==> src/hw/rsa_pkg.sv <==
package rsa_pkg;
  // ==========================================
  // register offsets
  localparam logic [7:0] RSA_STATUS_ADDR = 8'h08;
  localparam logic [7:0] RSA_SUPPLY_CTRL_ADDR = 8'h09;
  localparam logic [7:0] RSA_ALARM_BASE = 8'h10;
  localparam logic [7:0] RSA_ALARM_LAST = 8'h15;
  localparam logic [7:0] RSA_STAMP_BASE = 8'h16;
  localparam logic [7:0] RSA_STAMP_LAST = 8'h1A;
  // ==========================================
  // field positions
  localparam int RSA_ENABLE_BIT = 7;
  localparam int RSA_AUTO_CLEAR_BIT = 7;
  localparam int RSA_REPEAT_SELECT_BIT = 6;
  localparam int RSA_ALARM_FLAG_BIT = 4;
  localparam int RSA_STAMP_CLEAR_BIT = 6;
  // ==========================================
  // sizes and reset values
  localparam int RSA_ALARM_BYTES = 6;
  localparam int RSA_STAMP_BYTES = 5;
  localparam logic [7:0] RSA_ALARM_RESET = 8'h00;
  localparam logic [7:0] RSA_ALARM_DAY_RESET = 8'h01;
  localparam logic [7:0] RSA_STAMP_RESET = 8'h00;
  localparam int RSA_DATE_INDEX = 3;
  localparam int RSA_MONTH_INDEX = 4;
  // ==========================================
  // timing
  localparam int RSA_CLOCK_PERIOD_NS = 50;
  localparam int RSA_PULSE_TIME_NS = 100000;
  localparam int RSA_PULSE_CYCLES = (RSA_PULSE_TIME_NS / RSA_CLOCK_PERIOD_NS < 1) ? 1 :
                                    RSA_PULSE_TIME_NS / RSA_CLOCK_PERIOD_NS;
  localparam int RSA_PULSE_WIDTH = 12;
endpackage

==> src/hw/rsa_alarm_stamp.sv <==
`timescale 1ns/10ps
`default_nettype none
module rsa_alarm_stamp
  import rsa_pkg::*;
#(
  parameter int PULSE_CYCLES = RSA_PULSE_CYCLES
) (
  input wire logic clock_i,
  input wire logic reset_i,
  input wire logic [7:0] reg_addr_i,
  input wire logic [7:0] reg_wdata_i,
  input wire logic reg_write_i,
  input wire logic reg_read_i,
  output logic [7:0] reg_rdata_o,
  input wire logic [7:0] cal_seconds_i,
  input wire logic [7:0] cal_minutes_i,
  input wire logic [7:0] cal_hours_i,
  input wire logic [7:0] cal_date_i,
  input wire logic [7:0] cal_month_i,
  input wire logic [7:0] cal_weekday_i,
  input wire logic cal_advance_i,
  input wire logic on_battery_i,
  input wire logic freq_out_enable_i,
  input wire logic freq_wave_i,
  output logic interrupt_or_freq_pin_n_o,
  output logic alarm_flag_o
);

  // ==========================================
  // decoding
  function automatic logic in_range(input logic [7:0] addr, input logic [7:0] lo, input logic [7:0] hi);
    in_range = (addr >= lo) && (addr <= hi);
  endfunction

  function automatic logic [2:0] rel_index(input logic [7:0] addr, input logic [7:0] base);
    logic [7:0] diff;
    diff = addr - base;
    rel_index = diff[2:0];
  endfunction

  // ==========================================
  // state
  logic [7:0] alarm_reg [RSA_ALARM_BYTES];
  logic [7:0] next_alarm_reg [RSA_ALARM_BYTES];
  logic [7:0] stamp_reg [RSA_STAMP_BYTES];
  logic [7:0] next_stamp_reg [RSA_STAMP_BYTES];
  logic [7:0] cal_now [RSA_ALARM_BYTES];
  logic auto_clear_on_read, next_auto_clear_on_read;
  logic alarm_repeat_select, next_alarm_repeat_select;
  logic alarm_flag, next_alarm_flag;
  logic stamp_taken, next_stamp_taken;
  logic match_prev, next_match_prev;
  logic [RSA_PULSE_WIDTH-1:0] pulse_count, next_pulse_count;
  logic [7:0] rdata, next_rdata;
  logic irq_n, next_irq_n;
  logic batt_sync1, batt_sync2, batt_prev;
  logic match, any_enable, trigger, switchover;

  assign cal_now[0] = cal_seconds_i;
  assign cal_now[1] = cal_minutes_i;
  assign cal_now[2] = cal_hours_i;
  assign cal_now[3] = cal_date_i;
  assign cal_now[4] = cal_month_i;
  assign cal_now[5] = cal_weekday_i;

  // ==========================================
  // alarm compare
  always_comb begin
    match = 1'b1;
    any_enable = 1'b0;
    for (int i = 0; i < RSA_ALARM_BYTES; i++) begin
      if (alarm_reg[i][RSA_ENABLE_BIT]) begin
        any_enable = 1'b1;
        if (alarm_reg[i][6:0] != cal_now[i][6:0]) begin
          match = 1'b0;
        end
      end
    end
    match = match && any_enable;
  end

  // firing only on entry into a match stops a minute-level alarm from
  // retriggering on every second of that minute; entry happens on the
  // 59 to 00 rollover when seconds are not compared
  assign trigger = cal_advance_i && match && !match_prev;
  assign switchover = batt_sync2 && !batt_prev;

  // ==========================================
  // host access decode
  // strobes are one cycle wide, so every decode below acts once per byte
  logic st_write;
  logic st_read;
  logic sc_write;
  logic alarm_write;

  assign st_write = reg_write_i && (reg_addr_i == RSA_STATUS_ADDR);
  assign st_read = reg_read_i && (reg_addr_i == RSA_STATUS_ADDR);
  assign sc_write = reg_write_i && (reg_addr_i == RSA_SUPPLY_CTRL_ADDR);
  assign alarm_write = reg_write_i && in_range(reg_addr_i, RSA_ALARM_BASE, RSA_ALARM_LAST);

  // ==========================================
  // alarm bytes
  always_comb begin
    for (int i = 0; i < RSA_ALARM_BYTES; i++) begin
      next_alarm_reg[i] = alarm_reg[i];
    end
    if (alarm_write) begin
      next_alarm_reg[rel_index(reg_addr_i, RSA_ALARM_BASE)] = reg_wdata_i;
    end
  end

  // ==========================================
  // status bits, alarm flag and match history
  always_comb begin
    next_auto_clear_on_read = auto_clear_on_read;
    next_alarm_repeat_select = alarm_repeat_select;
    if (st_write) begin
      next_auto_clear_on_read = reg_wdata_i[RSA_AUTO_CLEAR_BIT];
      next_alarm_repeat_select = reg_wdata_i[RSA_REPEAT_SELECT_BIT];
    end

    // a trigger in the same cycle as a clear wins
    next_alarm_flag = alarm_flag;
    if (st_write && !reg_wdata_i[RSA_ALARM_FLAG_BIT]) begin
      next_alarm_flag = 1'b0;
    end
    if (st_read && auto_clear_on_read) begin
      next_alarm_flag = 1'b0;
    end
    if (trigger) begin
      next_alarm_flag = 1'b1;
    end

    next_match_prev = match_prev;
    if (cal_advance_i) begin
      next_match_prev = match;
    end
    // a new alarm setting must not inherit the old setting's match, or
    // it would miss its own first match
    if (alarm_write) begin
      next_match_prev = 1'b0;
    end
  end

  // ==========================================
  // repeat pulse and interrupt pin
  always_comb begin
    next_pulse_count = '0;
    if (pulse_count != '0) begin
      next_pulse_count = pulse_count - 1'b1;
    end
    if (trigger && alarm_repeat_select) begin
      next_pulse_count = RSA_PULSE_WIDTH'(PULSE_CYCLES);
    end

    // pin follows the frequency wave when enabled, otherwise the alarm;
    // the repeat pulse ignores the flag entirely
    if (freq_out_enable_i) begin
      next_irq_n = freq_wave_i;
    end else if (alarm_repeat_select) begin
      next_irq_n = (next_pulse_count == '0);
    end else begin
      next_irq_n = !next_alarm_flag;
    end
  end

  // ==========================================
  // supply-loss stamp
  always_comb begin
    // capture wins over a clear in the same cycle
    next_stamp_taken = stamp_taken;
    for (int i = 0; i < RSA_STAMP_BYTES; i++) begin
      next_stamp_reg[i] = stamp_reg[i];
    end
    if (sc_write && reg_wdata_i[RSA_STAMP_CLEAR_BIT]) begin
      next_stamp_taken = 1'b0;
      for (int i = 0; i < RSA_STAMP_BYTES; i++) begin
        next_stamp_reg[i] = RSA_STAMP_RESET;
      end
    end
    if (switchover && !stamp_taken) begin
      next_stamp_taken = 1'b1;
      for (int i = 0; i < RSA_STAMP_BYTES; i++) begin
        next_stamp_reg[i] = cal_now[i];
      end
    end
  end

  // ==========================================
  // read data
  always_comb begin
    next_rdata = rdata;
    if (reg_read_i) begin
      next_rdata = 8'h00;
      if (reg_addr_i == RSA_STATUS_ADDR) begin
        next_rdata[RSA_AUTO_CLEAR_BIT] = auto_clear_on_read;
        next_rdata[RSA_REPEAT_SELECT_BIT] = alarm_repeat_select;
        next_rdata[RSA_ALARM_FLAG_BIT] = alarm_flag;
      end else if (in_range(reg_addr_i, RSA_ALARM_BASE, RSA_ALARM_LAST)) begin
        next_rdata = alarm_reg[rel_index(reg_addr_i, RSA_ALARM_BASE)];
      end else if (in_range(reg_addr_i, RSA_STAMP_BASE, RSA_STAMP_LAST)) begin
        next_rdata = stamp_reg[rel_index(reg_addr_i, RSA_STAMP_BASE)];
      end
    end
  end

  // ==========================================
  // registers
  always_ff @(posedge clock_i) begin
    if (reset_i) begin
      for (int i = 0; i < RSA_ALARM_BYTES; i++) begin
        alarm_reg[i] <= (i == RSA_DATE_INDEX || i == RSA_MONTH_INDEX) ? RSA_ALARM_DAY_RESET : RSA_ALARM_RESET;
      end
    end else begin
      for (int i = 0; i < RSA_ALARM_BYTES; i++) begin
        alarm_reg[i] <= next_alarm_reg[i];
      end
    end
  end

  // flag and match history reset together so no false entry follows reset
  always_ff @(posedge clock_i) begin
    if (reset_i) begin
      auto_clear_on_read <= 1'b0;
      alarm_repeat_select <= 1'b0;
      alarm_flag <= 1'b0;
      match_prev <= 1'b0;
    end else begin
      auto_clear_on_read <= next_auto_clear_on_read;
      alarm_repeat_select <= next_alarm_repeat_select;
      alarm_flag <= next_alarm_flag;
      match_prev <= next_match_prev;
    end
  end

  // the pin comes from its own flop so no decode glitch reaches it
  always_ff @(posedge clock_i) begin
    if (reset_i) begin
      pulse_count <= '0;
      irq_n <= 1'b1;
    end else begin
      pulse_count <= next_pulse_count;
      irq_n <= next_irq_n;
    end
  end

  // stamp survives everything but reset and an explicit clear
  always_ff @(posedge clock_i) begin
    if (reset_i) begin
      stamp_taken <= 1'b0;
      for (int i = 0; i < RSA_STAMP_BYTES; i++) begin
        stamp_reg[i] <= RSA_STAMP_RESET;
      end
    end else begin
      stamp_taken <= next_stamp_taken;
      for (int i = 0; i < RSA_STAMP_BYTES; i++) begin
        stamp_reg[i] <= next_stamp_reg[i];
      end
    end
  end

  // read data holds between reads so a slow host may take it late
  always_ff @(posedge clock_i) begin
    if (reset_i) begin
      rdata <= 8'h00;
    end else begin
      rdata <= next_rdata;
    end
  end

  // two flops before anything looks at the battery level, which comes from
  // the supply switch and is not tied to this clock
  always_ff @(posedge clock_i) begin
    if (reset_i) begin
      batt_sync1 <= 1'b0;
      batt_sync2 <= 1'b0;
      batt_prev <= 1'b0;
    end else begin
      batt_sync1 <= on_battery_i;
      batt_sync2 <= batt_sync1;
      batt_prev <= batt_sync2;
    end
  end

  assign reg_rdata_o = rdata;
  assign interrupt_or_freq_pin_n_o = irq_n;
  assign alarm_flag_o = alarm_flag;

endmodule
`default_nettype wire

==> config.mk <==
export PLATFORM = sky130hd
export DESIGN_NAME = rsa_alarm_stamp
export DESIGN_NICKNAME = d
export VERILOG_FILES = /design/src/hw/rsa_pkg.sv /design/src/hw/rsa_alarm_stamp.sv
export SDC_FILE = /design/constraint.sdc
export NUM_CORES = 1
export LEC_CHECK = 0
export ABC_AREA = 1
export ABC_CLOCK_PERIOD_IN_PS = 2700
export BUFFER_PORTS_ARGS = -buffer_cell sky130_fd_sc_hd__buf_2
export CAP_MARGIN = 25
export CORE_UTILIZATION = 40
export CTS_CLUSTER_SIZE = 28
export DETAILED_ROUTE_END_ITERATION = 8
export HOLD_SLACK_MARGIN = 0.15
export PLACE_DENSITY = 0.57
export REMOVE_ABC_BUFFERS = 1
export SLEW_MARGIN = 20
export SYNTH_ARGS = -nofsm -noshare
export SYNTH_HDL_FRONTEND = slang
export SYNTH_SLANG_ARGS = --single-unit
==> constraint.sdc <==
create_clock -name clock_i -period 2.7 [get_ports clock_i]
set_clock_uncertainty 0.1 [all_clocks]
set_input_delay 0.405 -clock clock_i [delete_from_list [all_inputs] [get_ports clock_i]]
set_output_delay 0.405 -clock clock_i [all_outputs]
set_load 0.05 [all_outputs]
==> qor.csv, run 1 <==
metric,value,unit
setup violators final,0,
overall die area,16100,um^2
Worst-path clk slew,0.05,ns
outcome,"finished, final reports clean",
post-synth top area share,0.246,
clk buf depth,2,
post-placement cell count,1092,
vias in the first global route,5171,
ys flop type,dfxtp_1,
Mapped Cells,812,
Worst Path Max Fanout,6,
ranking of synthesized cells by area,"dfxtp_1, edfxtp_1, nand2_1",
initial antenna violation count,0,
number of diodes,0,
max reg flops,48,
CP Launch Type,flop,
sequential element share of the synthesized area,0.438,
Worst R2R Start,alarm_reg[4][2],
asr flop ratio synth,0,
worst hold path class,in2reg,
VDD IR-drop max,393,uV
fin crit period,2.06,ns
number of synthesized flops with an enable pin,40,
I/O pin count,82,
final global-route overflow total,0,
nets@finish,984,
Clk Tree Root Cell,clkbuf_16,
GR Util met1,0.308,
CTS tree,built,
Worst EP arrival,2.26,ns
die height,127,um
initial core utilization,0.410,
"area leader, netlist",dfxtp_1,
area grow syn2layout,20.9,%
Skew-Pair Late Insertion Delay,0.42,ns
RSZ-0062 raised after global routing,no,
area of the core,15300,um^2
Remaining DRCs,0,
"non-filler cells, final",1130,
Vias,5522,
Max-Cap Viols,0,
hold path start,freq_out_enable_i,
Vias/cell,4.89,
CP Capture Type,flop,
half-perimeter wire length after placement,12.7,mm
"Slew Viols, Final",0,
Max Fclk,486,MHz
Buffers on Ports,80,
first-pass GRT wire length,27.6,mm
final worst path period share,0.762,
busiest layer in global routing,met2,
Final Hold Viols,0,
Yosys reg bits,117,
worst relative slew slack,0.670,
post-route ant nets,0,
Synth Cell Area,6260,um^2
Avg Inst Size Synth,7.71,um^2
Initial DRT Pass Iterations,6,
ratio of cells with drive above 1 in the final layout,0.201,
routing usage on met2,0.371,
WS Path Type,reg2reg,
Crit path required time,2.90,ns
Total Routing Usage GR,0.229,
Lkg Pwr,3.27,nW
setup TNS,0,ns
Final Wtd Congestion,0.839,
pwr dens,680,nW/um^2
Num CTS Buffers,17,
most common cell in the netlist,nand2_1,
DR WL/cell,15.5,um
drt total wl,17.5,mm
clock sink count,117,
Rows,45,
chip width,127,um
Starting DRT DRC Count,338,
most frequent cells after synthesis,"nand2_1, inv_1, nor2_1, a21oi_1, dfxtp_1",
Least-Margin Pin Slew,0.493,ns
Yosys warning total,0,
H-tree Lvls,4,
GR Util met3,0.0427,
largest net degree at the start of global routing,41,
Yosys cell types,41,
Crit. Startpoint,alarm_reg[4][2],
==> report_power, final <==
part	internal [mW]	switching, mW	total, mW
clock network	1.35	0.775	2.12
logic	0.405	0.632	1.04
registers	1.92	0.0638	1.99
total	3.67	1.47	5.14
==> routing by layer <==
metal	share of wire	wire, um	vias up
met3	0.045	795	16
met4	0.015	254	0
met5	0	0	-
met2	0.46	8100	136
met1	0.48	8340	2527
li1	-	-	2843
==> through the flow <==
stage	cell area, um^2	util	setup slack [ns]	power, mW	hold slack [ns]
after floorplan	6090	-	0.162	2.70	0.288
after global placement	6930	0.454	0.391	3.01	0.292
after detailed placement	6930	0.454	0.354	3.01	0.303
after CTS	7520	0.493	0.0700	5.13	0.163
after global routing	7570	0.496	0.453	5.39	0.192
final	7570	0.496	0.644	5.15	0.138
==> cell families after synthesis <==
group                    Yosys count  share of synthesized area
AO/OA/AOI/OAI                    189                      0.176
XOR/XNOR                          27                     0.0378
adder cells (fa/ha/maj)            6                     0.0120
buffers and inverters            155                      0.100
flip-flops                       117                      0.438
AND/OR/NAND/NOR                  318                      0.236
==> worst max-delay path, cell delays in order, from the launching register on <==
cell and delay [ns]:
dfxtp_1 0.35, inv_1 0.07, nand2_1 0.05, nand2_1 0.06, nor2_1 0.10, nand2_1 0.07, o21ai_0 0.21, nand2_1 0.14
nor2_1 0.11, nand4_1 0.11, or2_4 0.28, o21ai_4 0.21, nor3_1 0.07
==> final cells by class <==
class / instances / area, um^2
Tap cell: 211 / 264
Clock inverter: 3 / 15.0
Multi-Input combinational cell: 540 / 2910
Timing Repair Buffer: 107 / 627
Sequential cell: 117 / 2740
Fill cell: 1571 / 7690
Inverter: 123 / 462
Clock buffer: 29 / 542
==> layout by cell type (no fill, tap or decap), types with 2 or more instances in the layout <==
cell type      netlist  routed
nand3_4              8       8
nand3_2              3       3
nand2_1            140     139
buf_4                4      22
o211ai_1             7       7
edfxtp_1            40      40
dlygate4sd3_1        0       3
buf_2               12      80
nand3_1             24      24
ha_1                 6       5
xor2_1              10      10
a21oi_1             84      84
nand2_2              3       4
a211oi_1             2       2
o31ai_1              2       2
xnor2_1             17      17
dfxtp_1             77      76
inv_1              114     112
o22ai_1              2       2
a211oi_2             8       8
clkinv_2             0       3
nor2_2               6       9
nor3_1               8       8
clkbuf_16            0      18
nor2_1             112     109
o221ai_1            10      10
nor2_4               2       2
o21ai_0             66      66
nand4_1              6       6
clkbuf_1            14       6
o21ai_1              3       3
clkbuf_8             0       5
inv_2                9      11
==> final timing paths <==
path | to | depth (start not counted) | slack (ns)
setup reg to reg | pulse_count[0] | 12 | 0.64
hold / removal | interrupt_or_freq_pin_n_o | 4 | 0.14
hold reg to reg | batt_sync2 | 2 | 0.31
setup / recovery | pulse_count[0] | 12 | 0.64
==> timing repair <==
| action | in CTS | in global routing |
|---|---|---|
| setup endpoints to repair | 0 | 1 |
| endpoints found under the hold margin | 2 | 0 |
| buffers inserted | 0 | 3 |
| gates resized for setup | 0 | 11 |
| hold buffers | 4 | 0 |
Power figures use the tool's default switching activity.
==> inputs of run 2 (changes only) <==
ABC_AREA = 0   (was 1)
ABC_CLOCK_PERIOD_IN_PS = 1800   (was 2700)
PLACE_DENSITY = 0.59   (was 0.57)
clock period = 1.8 ns   (was 2.7 ns; I/O delays follow)
==> run 2 against run 1 <==
  * The flow now finishes with violations (setup timing)
  * Register-to-register slack worse by 1.2 ns
  * Clock-buffer cell count is 7 lower
  * Critical endpoint is now interrupt_or_freq_pin_n_o
  * Via count is 4.6% lower
  * First-iteration DRC count is 8.9% higher
==> qor.csv, run 2 <==
metric,value,unit,change
"area leader, netlist",dfxtp_1,,unchanged
ys flop type,dfxtp_1,,unchanged
"commonest cells after routing, fill and taps aside","buf_4, buf_2, dfxtp_1",,"was nand2_1, inv_1, nor2_1"
ratio of cells with drive above 1 in the final layout,0.340,,was 0.201
Worst Hold Depth,4,,unchanged
DR WL/cell,17.4,um,was 15.5 um
Worst R2R Path Depth,7,,was 12
Worst-path clk slew,0.06,ns,was 0.05 ns
number of synthesized flops with an enable pin,40,,unchanged
I/O pin count,82,,unchanged
Worst R2R Start,alarm_reg[2][3],,was alarm_reg[4][2]
Max Fclk,425,MHz,was 486 MHz
chip width,122,um,was 127 um
outcome,"complete, but fails checks",,"was finished, final reports clean"
Max-Cap Viols,0,,unchanged
clock sink count,117,,unchanged
nets@finish,882,,was 984
clk buf depth,2,,unchanged
first-pass GRT wire length,27.4,mm,was 27.6 mm
Final Wtd Congestion,0.882,,was 0.839
ranking of synthesized cells by area,"dfxtp_1, edfxtp_1, mux2i_1",,"was dfxtp_1, edfxtp_1, nand2_1"
Buffers on Ports,80,,unchanged
Yosys cell types,45,,was 41
Lkg Pwr,3.83,nW,was 3.27 nW
max reg flops,48,,unchanged
initial core utilization,0.414,,was 0.410
Rows,43,,was 45
CP Capture Type,flop,,unchanged
largest net degree at the start of global routing,41,,unchanged
sequential element share of the synthesized area,0.473,,was 0.438
overall die area,15000,um^2,was 16100 um^2
die height,122,um,was 127 um
Crit path required time,2.01,ns,was 2.90 ns
worst hold path class,in2reg,,unchanged
Yosys reg bits,117,,unchanged
Setup WS post-layout,-0.551,ns,was 0.644 ns
"Top cell by count, worst path",nand4_1,,was nand2_1
CP Launch Type,flop,,unchanged
violated checks,setup timing,,
WS Path Type,reg2reg,,unchanged
area of the core,14000,um^2,was 15300 um^2
Vias/cell,5.28,,was 4.89
post-route ant nets,0,,unchanged
Initial DRT Pass Iterations,5,,was 6
Vias,5267,,was 5522
Skew-Pair Late Insertion Delay,0.42,ns,about the same
Avg Inst Size Synth,10.0,um^2,was 7.71 um^2
setup violators final,15,,was 0
half-perimeter wire length after placement,12.7,mm,about the same
pwr dens,955,nW/um^2,was 680 nW/um^2
biggest cell delay along the critical path,0.41,ns,was 0.35 ns
"most common cell after layout, fill and taps aside",buf_4,,was nand2_1
setup TNS,-5.43,ns,was 0 ns
Synth Cell Area,5800,um^2,was 6260 um^2
RSZ-0062 raised after global routing,yes,,was no
Yosys warning total,0,,unchanged
CTS tree,built,,unchanged
Mapped Cells,577,,was 812
Total Routing Usage GR,0.248,,was 0.229
Num CTS Buffers,17,,unchanged
final worst path period share,1.31,,was 0.762
area grow syn2layout,46.4,%,was 20.9%
Worst EP arrival,2.56,ns,was 2.26 ns
Crit. Startpoint,alarm_reg[2][3],,was alarm_reg[4][2]
most common cell in the netlist,dfxtp_1,,was nand2_1
vias in the first global route,5281,,was 5171
number of diodes,0,,unchanged
final global-route overflow total,0,,unchanged
"Slew Viols, Final",0,,unchanged
Worst Path Max Fanout,2,,was 6
Final Hold Viols,0,,unchanged
CP cell instances,"xnor2_2, nand4_1, o41ai_4, nand4_1, or3_4, a2bb2oi_2, a311o_1",,"was inv_1, nand2_1, nand2_1, nor2_1, nand2_1, o21ai_0, nand2_1, nor2_1, nand4_1, or2_4, o21ai_4, nor3_1"
VDD IR-drop max,702,uV,was 393 uV
"Power, Total",8.10,mW,was 5.15 mW
critical path's slowest cell,or3_4,,was dfxtp_1
drt total wl,17.4,mm,was 17.5 mm
post-synth top area share,0.266,,was 0.246
initial antenna violation count,0,,unchanged
most frequent cells after synthesis,"dfxtp_1, nor2_1, nand2_1, a21oi_1, mux2i_1",,"was nand2_1, inv_1, nor2_1, a21oi_1, dfxtp_1"
H-tree Lvls,4,,unchanged
Starting DRT DRC Count,368,,was 338
asr flop ratio synth,0,,unchanged
Remaining DRCs,0,,unchanged
hold path start,freq_wave_i,,was freq_out_enable_i
worst relative slew slack,0.730,,was 0.670
Clk Tree Root Cell,clkbuf_16,,unchanged
fin crit period,2.35,ns,was 2.06 ns
Fill cells,1174,,was 1571
Least-Margin Pin Slew,0.405,ns,was 0.493 ns
run 2: cell types whose count changed after synthesis, sizes merged, moves of 40 or more:
cell	change
a21oi	-40
and3	+41
inv	-110
mux2i	+43
nand2	-94
nor2	-58
o21ai	-63
run 2: logic make-up (layout without fill, tap and decap cells):
logic type	count (synthesis)	count (layout)	synth area share
and+or+nand+nor	216	216	0.180
DFF	117	117	0.473
AOI/OAI and AO/OA	80	80	0.0896
muxes	59	59	0.137
xor gates and xnor gates	50	50	0.0755
buffers and inverters	50	291	0.0345
adders and majority gates	5	5	0.0108
run 2: metrics by stage:
step / utilization / instance area, um^2 / setup slack, ns / hold slack (ns) / cells
4_1_cts: 0.600 / 8390 / -0.701 / 0.154 / 999
5_1_grt: 0.607 / 8490 / -0.642 / 0.193 / 998
3_5_place_dp: 0.514 / 7190 / -0.910 / 0.334 / 914
3_3_place_gp: 0.514 / 7190 / -0.858 / 0.320 / 914
6_report: 0.607 / 8490 / -0.551 / 0.169 / 998
2_1_floorplan: - / 5650 / -1.22 / 0.239 / 540
run 2: layer usage:
layer,GRT usage,vias up,share of wire
li1,-,2537,-
met1,0.325,2539,0.44
met2,0.396,153,0.47
met3,0.0441,38,0.051
met4,0.120,0,0.032
met5,0,-,0
run 2: cell type report:
cell class              instances  area [um^2]  share of cell area
clock buffers                  22          474              0.0559
clock inverters                10          130              0.0153
inverters                      13         48.8             0.00575
multi-input cells             410         3020               0.356
flip-flops and latches        117         2750               0.324
well taps                     180          225              0.0265
repair buffers                246         1830               0.216
run 2: worst paths after layout:
path	end	slack [ns]
setup reg to reg	interrupt_or_freq_pin_n_o	-0.55
setup / recovery	interrupt_or_freq_pin_n_o	-0.55
hold / removal	interrupt_or_freq_pin_n_o	0.17
hold reg to reg	batt_sync2	0.35
run 2: power breakdown:
group	switching (mW)	leakage, nW	total (mW)	internal (mW)
Combinational	0.866	2.50	1.69	0.821
Sequential	0.0854	1.04	2.97	2.89
Clock	1.18	0.289	3.44	2.27
run 2: worst max-delay path, delay by kind of cell, from the launching register on:
| family | cells | cell delay (ns) |
|---|---|---|
| compound gates | 3 | 0.89 |
| flops | 1 | 0.33 |
| xor+xnor | 1 | 0.18 |
| simple gates | 3 | 0.74 |
run 2: repair_timing:
action | CTS | global route
pin swaps | 6 | 22
buffers inserted | 3 | 1
resized for setup | 15 | 26
setup endpoints to repair | 15 | 37
hold buffers | 50 | 0
endpoints found under the hold margin | 77 | 0
==> inputs of run 3 (changes only) <==
PLACE_DENSITY = unset   (was 0.59)
==> run 3 against run 2 <==
  * The flow still finishes with violations (setup timing)
  * Cell area is 1.4% lower
  * Clock-buffer cell count rose by 5
  * Setup slack lost 0.084 ns
  * Sequential share of layout area grew 0.39 points
  * Combinational power is essentially flat
  * Wire length up 2.4%
  * Cell count is 0.10% lower
==> qor.csv, run 3 (synthesis gave the netlist of run 2 again) <==
metric,value,unit,change
Starting DRT DRC Count,339,,was 368
Worst Hold Depth,4,,unchanged
Setup WS post-layout,-0.635,ns,was -0.551 ns
nets@finish,880,,was 882
I/O pin count,82,,unchanged
VDD IR-drop max,642,uV,was 702 uV
H-tree Lvls,4,,unchanged
clock sink count,117,,unchanged
"Power, Total",7.78,mW,was 8.10 mW
Fill cells,1225,,was 1174
worst hold path class,in2reg,,unchanged
WS Path Type,reg2reg,,unchanged
Initial DRT Pass Iterations,5,,unchanged
CTS tree,built,,unchanged
WHS Endpoint,interrupt_or_freq_pin_n_o,,unchanged
Vias/cell,5.35,,was 5.28
"commonest cells after routing, fill and taps aside","buf_4, buf_2, dfxtp_1",,unchanged
Worst-path clk slew,0.05,ns,was 0.06 ns
Max-Cap Viols,0,,unchanged
Worst R2R Path Depth,6,,was 7
worst relative slew slack,0.740,,was 0.730
CP Launch Type,flop,,unchanged
Max Fclk,411,MHz,was 425 MHz
Clk Tree Root Cell,clkbuf_16,,unchanged
max reg flops,48,,unchanged
Vias,5335,,was 5267
"most common cell after layout, fill and taps aside",buf_4,,unchanged
Crit path required time,2.00,ns,was 2.01 ns
Total Routing Usage GR,0.252,,was 0.248
CP Capture Type,flop,,unchanged
Buffers on Ports,80,,unchanged
vias in the first global route,5281,,unchanged
violated checks,setup timing,,unchanged
pwr dens,929,nW/um^2,was 955 nW/um^2
area of the core,14000,um^2,unchanged
hold path start,freq_wave_i,,unchanged
DR WL/cell,17.9,um,was 17.4 um
half-perimeter wire length after placement,12.8,mm,was 12.7 mm
die height,122,um,unchanged
Worst R2R End,interrupt_or_freq_pin_n_o,,unchanged
Num CTS Buffers,17,,unchanged
Rows,43,,unchanged
post-placement cell count,913,,was 914
RSZ-0062 raised after global routing,yes,,unchanged
post-place setup slack,-0.868,ns,was -0.910 ns
clk buf depth,2,,unchanged
fin crit period,2.44,ns,was 2.35 ns
"Slew Viols, Final",0,,unchanged
Worst R2R Start,alarm_reg[0][6],,was alarm_reg[2][3]
Reg2Reg Setup Slack,-0.64,ns,was -0.55 ns
ratio of cells with drive above 1 in the final layout,0.328,,was 0.340
initial core utilization,0.414,,unchanged
Lkg Pwr,3.77,nW,was 3.83 nW
Remaining DRCs,0,,unchanged
Final Hold Viols,0,,unchanged
overall die area,15000,um^2,unchanged
setup TNS,-7.29,ns,was -5.43 ns
Least-Margin Pin Slew,0.388,ns,was 0.405 ns
final global-route overflow total,0,,unchanged
"non-filler cells, final",997,,was 998
Worst EP arrival,2.64,ns,was 2.56 ns
drt total wl,17.8,mm,was 17.4 mm
largest net degree at the start of global routing,41,,unchanged
initial antenna violation count,1,,was 0
Final Wtd Congestion,0.887,,was 0.882
area grow syn2layout,44.3,%,was 46.4%
Skew-Pair Late Insertion Delay,0.42,ns,about the same
post-route ant nets,0,,unchanged
outcome,"complete, but fails checks",,unchanged
Worst Path Max Fanout,2,,unchanged
setup violators final,16,,was 15
first-pass GRT wire length,27.7,mm,was 27.4 mm
final worst path period share,1.35,,was 1.31
chip width,122,um,unchanged
run 3: cell count changes in the layout (fill, tap and decap cells not counted), sizes merged:
cell / before / now
bufinv: 3 / 1
diode: 0 / 1
dlygate4sd3: 50 / 48
clkbuf: 22 / 27
clkinvlp: 2 / 1
clkinv: 5 / 3
run 3: layout make-up:
| cell class | count | area, um^2 | share of cell area |
|---|---|---|---|
| Antenna cell | 1 | 2.50 | 0.000299 |
| Clock buffer | 27 | 493 | 0.0589 |
| Multi-Input combinational cell | 410 | 3010 | 0.359 |
| Timing Repair Buffer | 244 | 1790 | 0.214 |
| Inverter | 13 | 48.8 | 0.00583 |
| Clock inverter | 5 | 52.6 | 0.00628 |
| Tap cell | 180 | 225 | 0.0269 |
| Sequential cell | 117 | 2750 | 0.328 |
run 3: worst max path at each step:
stage,from,end,slack [ns]
2_1_floorplan,reg_addr_i[5],alarm_reg[0][0],-1.22
3_3_place_gp,cal_minutes_i[4],interrupt_or_freq_pin_n_o,-0.83
3_5_place_dp,cal_minutes_i[4],interrupt_or_freq_pin_n_o,-0.87
4_1_cts,alarm_reg[3][3],interrupt_or_freq_pin_n_o,-0.69
5_1_grt,alarm_reg[1][4],interrupt_or_freq_pin_n_o,-0.71
6_report,alarm_reg[0][6],interrupt_or_freq_pin_n_o,-0.64
run 3: layer usage:
layer / share of wire / vias to the layer above / track usage / wire [um]
met5: 0 / - / 0 / 0
met3: 0.059 / 35 / 0.0483 / 1050
met1: 0.42 / 2577 / 0.322 / 7540
li1: - / 2538 / - / -
met4: 0.023 / 0 / 0.0938 / 410
met2: 0.49 / 185 / 0.421 / 8810
run 3: what timing repair did:
action	4_1_cts	5_1_grt
hold endpoints to repair	69	0
setup endpoints to repair	15	30
cloned	0	0
hold buffers	48	0
pin swaps	3	5
buffers inserted	1	3
gates resized for setup	13	20
run 3: stage by stage:
step	utilization	hold WS, ns	area, um^2
6_report	0.598	0.174	8370
4_1_cts	0.590	0.169	8250
3_5_place_dp	0.512	0.327	7160
3_3_place_gp	0.512	0.318	7160
5_1_grt	0.598	0.199	8370
2_1_floorplan	-	0.239	5650
run 3: report_power, final:
part	leakage, nW	internal (mW)	switching [mW]
combinational	2.46	0.807	0.857
clock	0.265	2.00	1.14
sequential	1.04	2.89	0.0834
run 3: critical path, cell delays in order, from the launching register on:
cell,delay (ns)
dfxtp_1,0.32
xnor2_1,0.26
nand4_1,0.16
o41a_1,0.38
or4_4,0.55
a41o_1,0.24
a311o_1,0.31
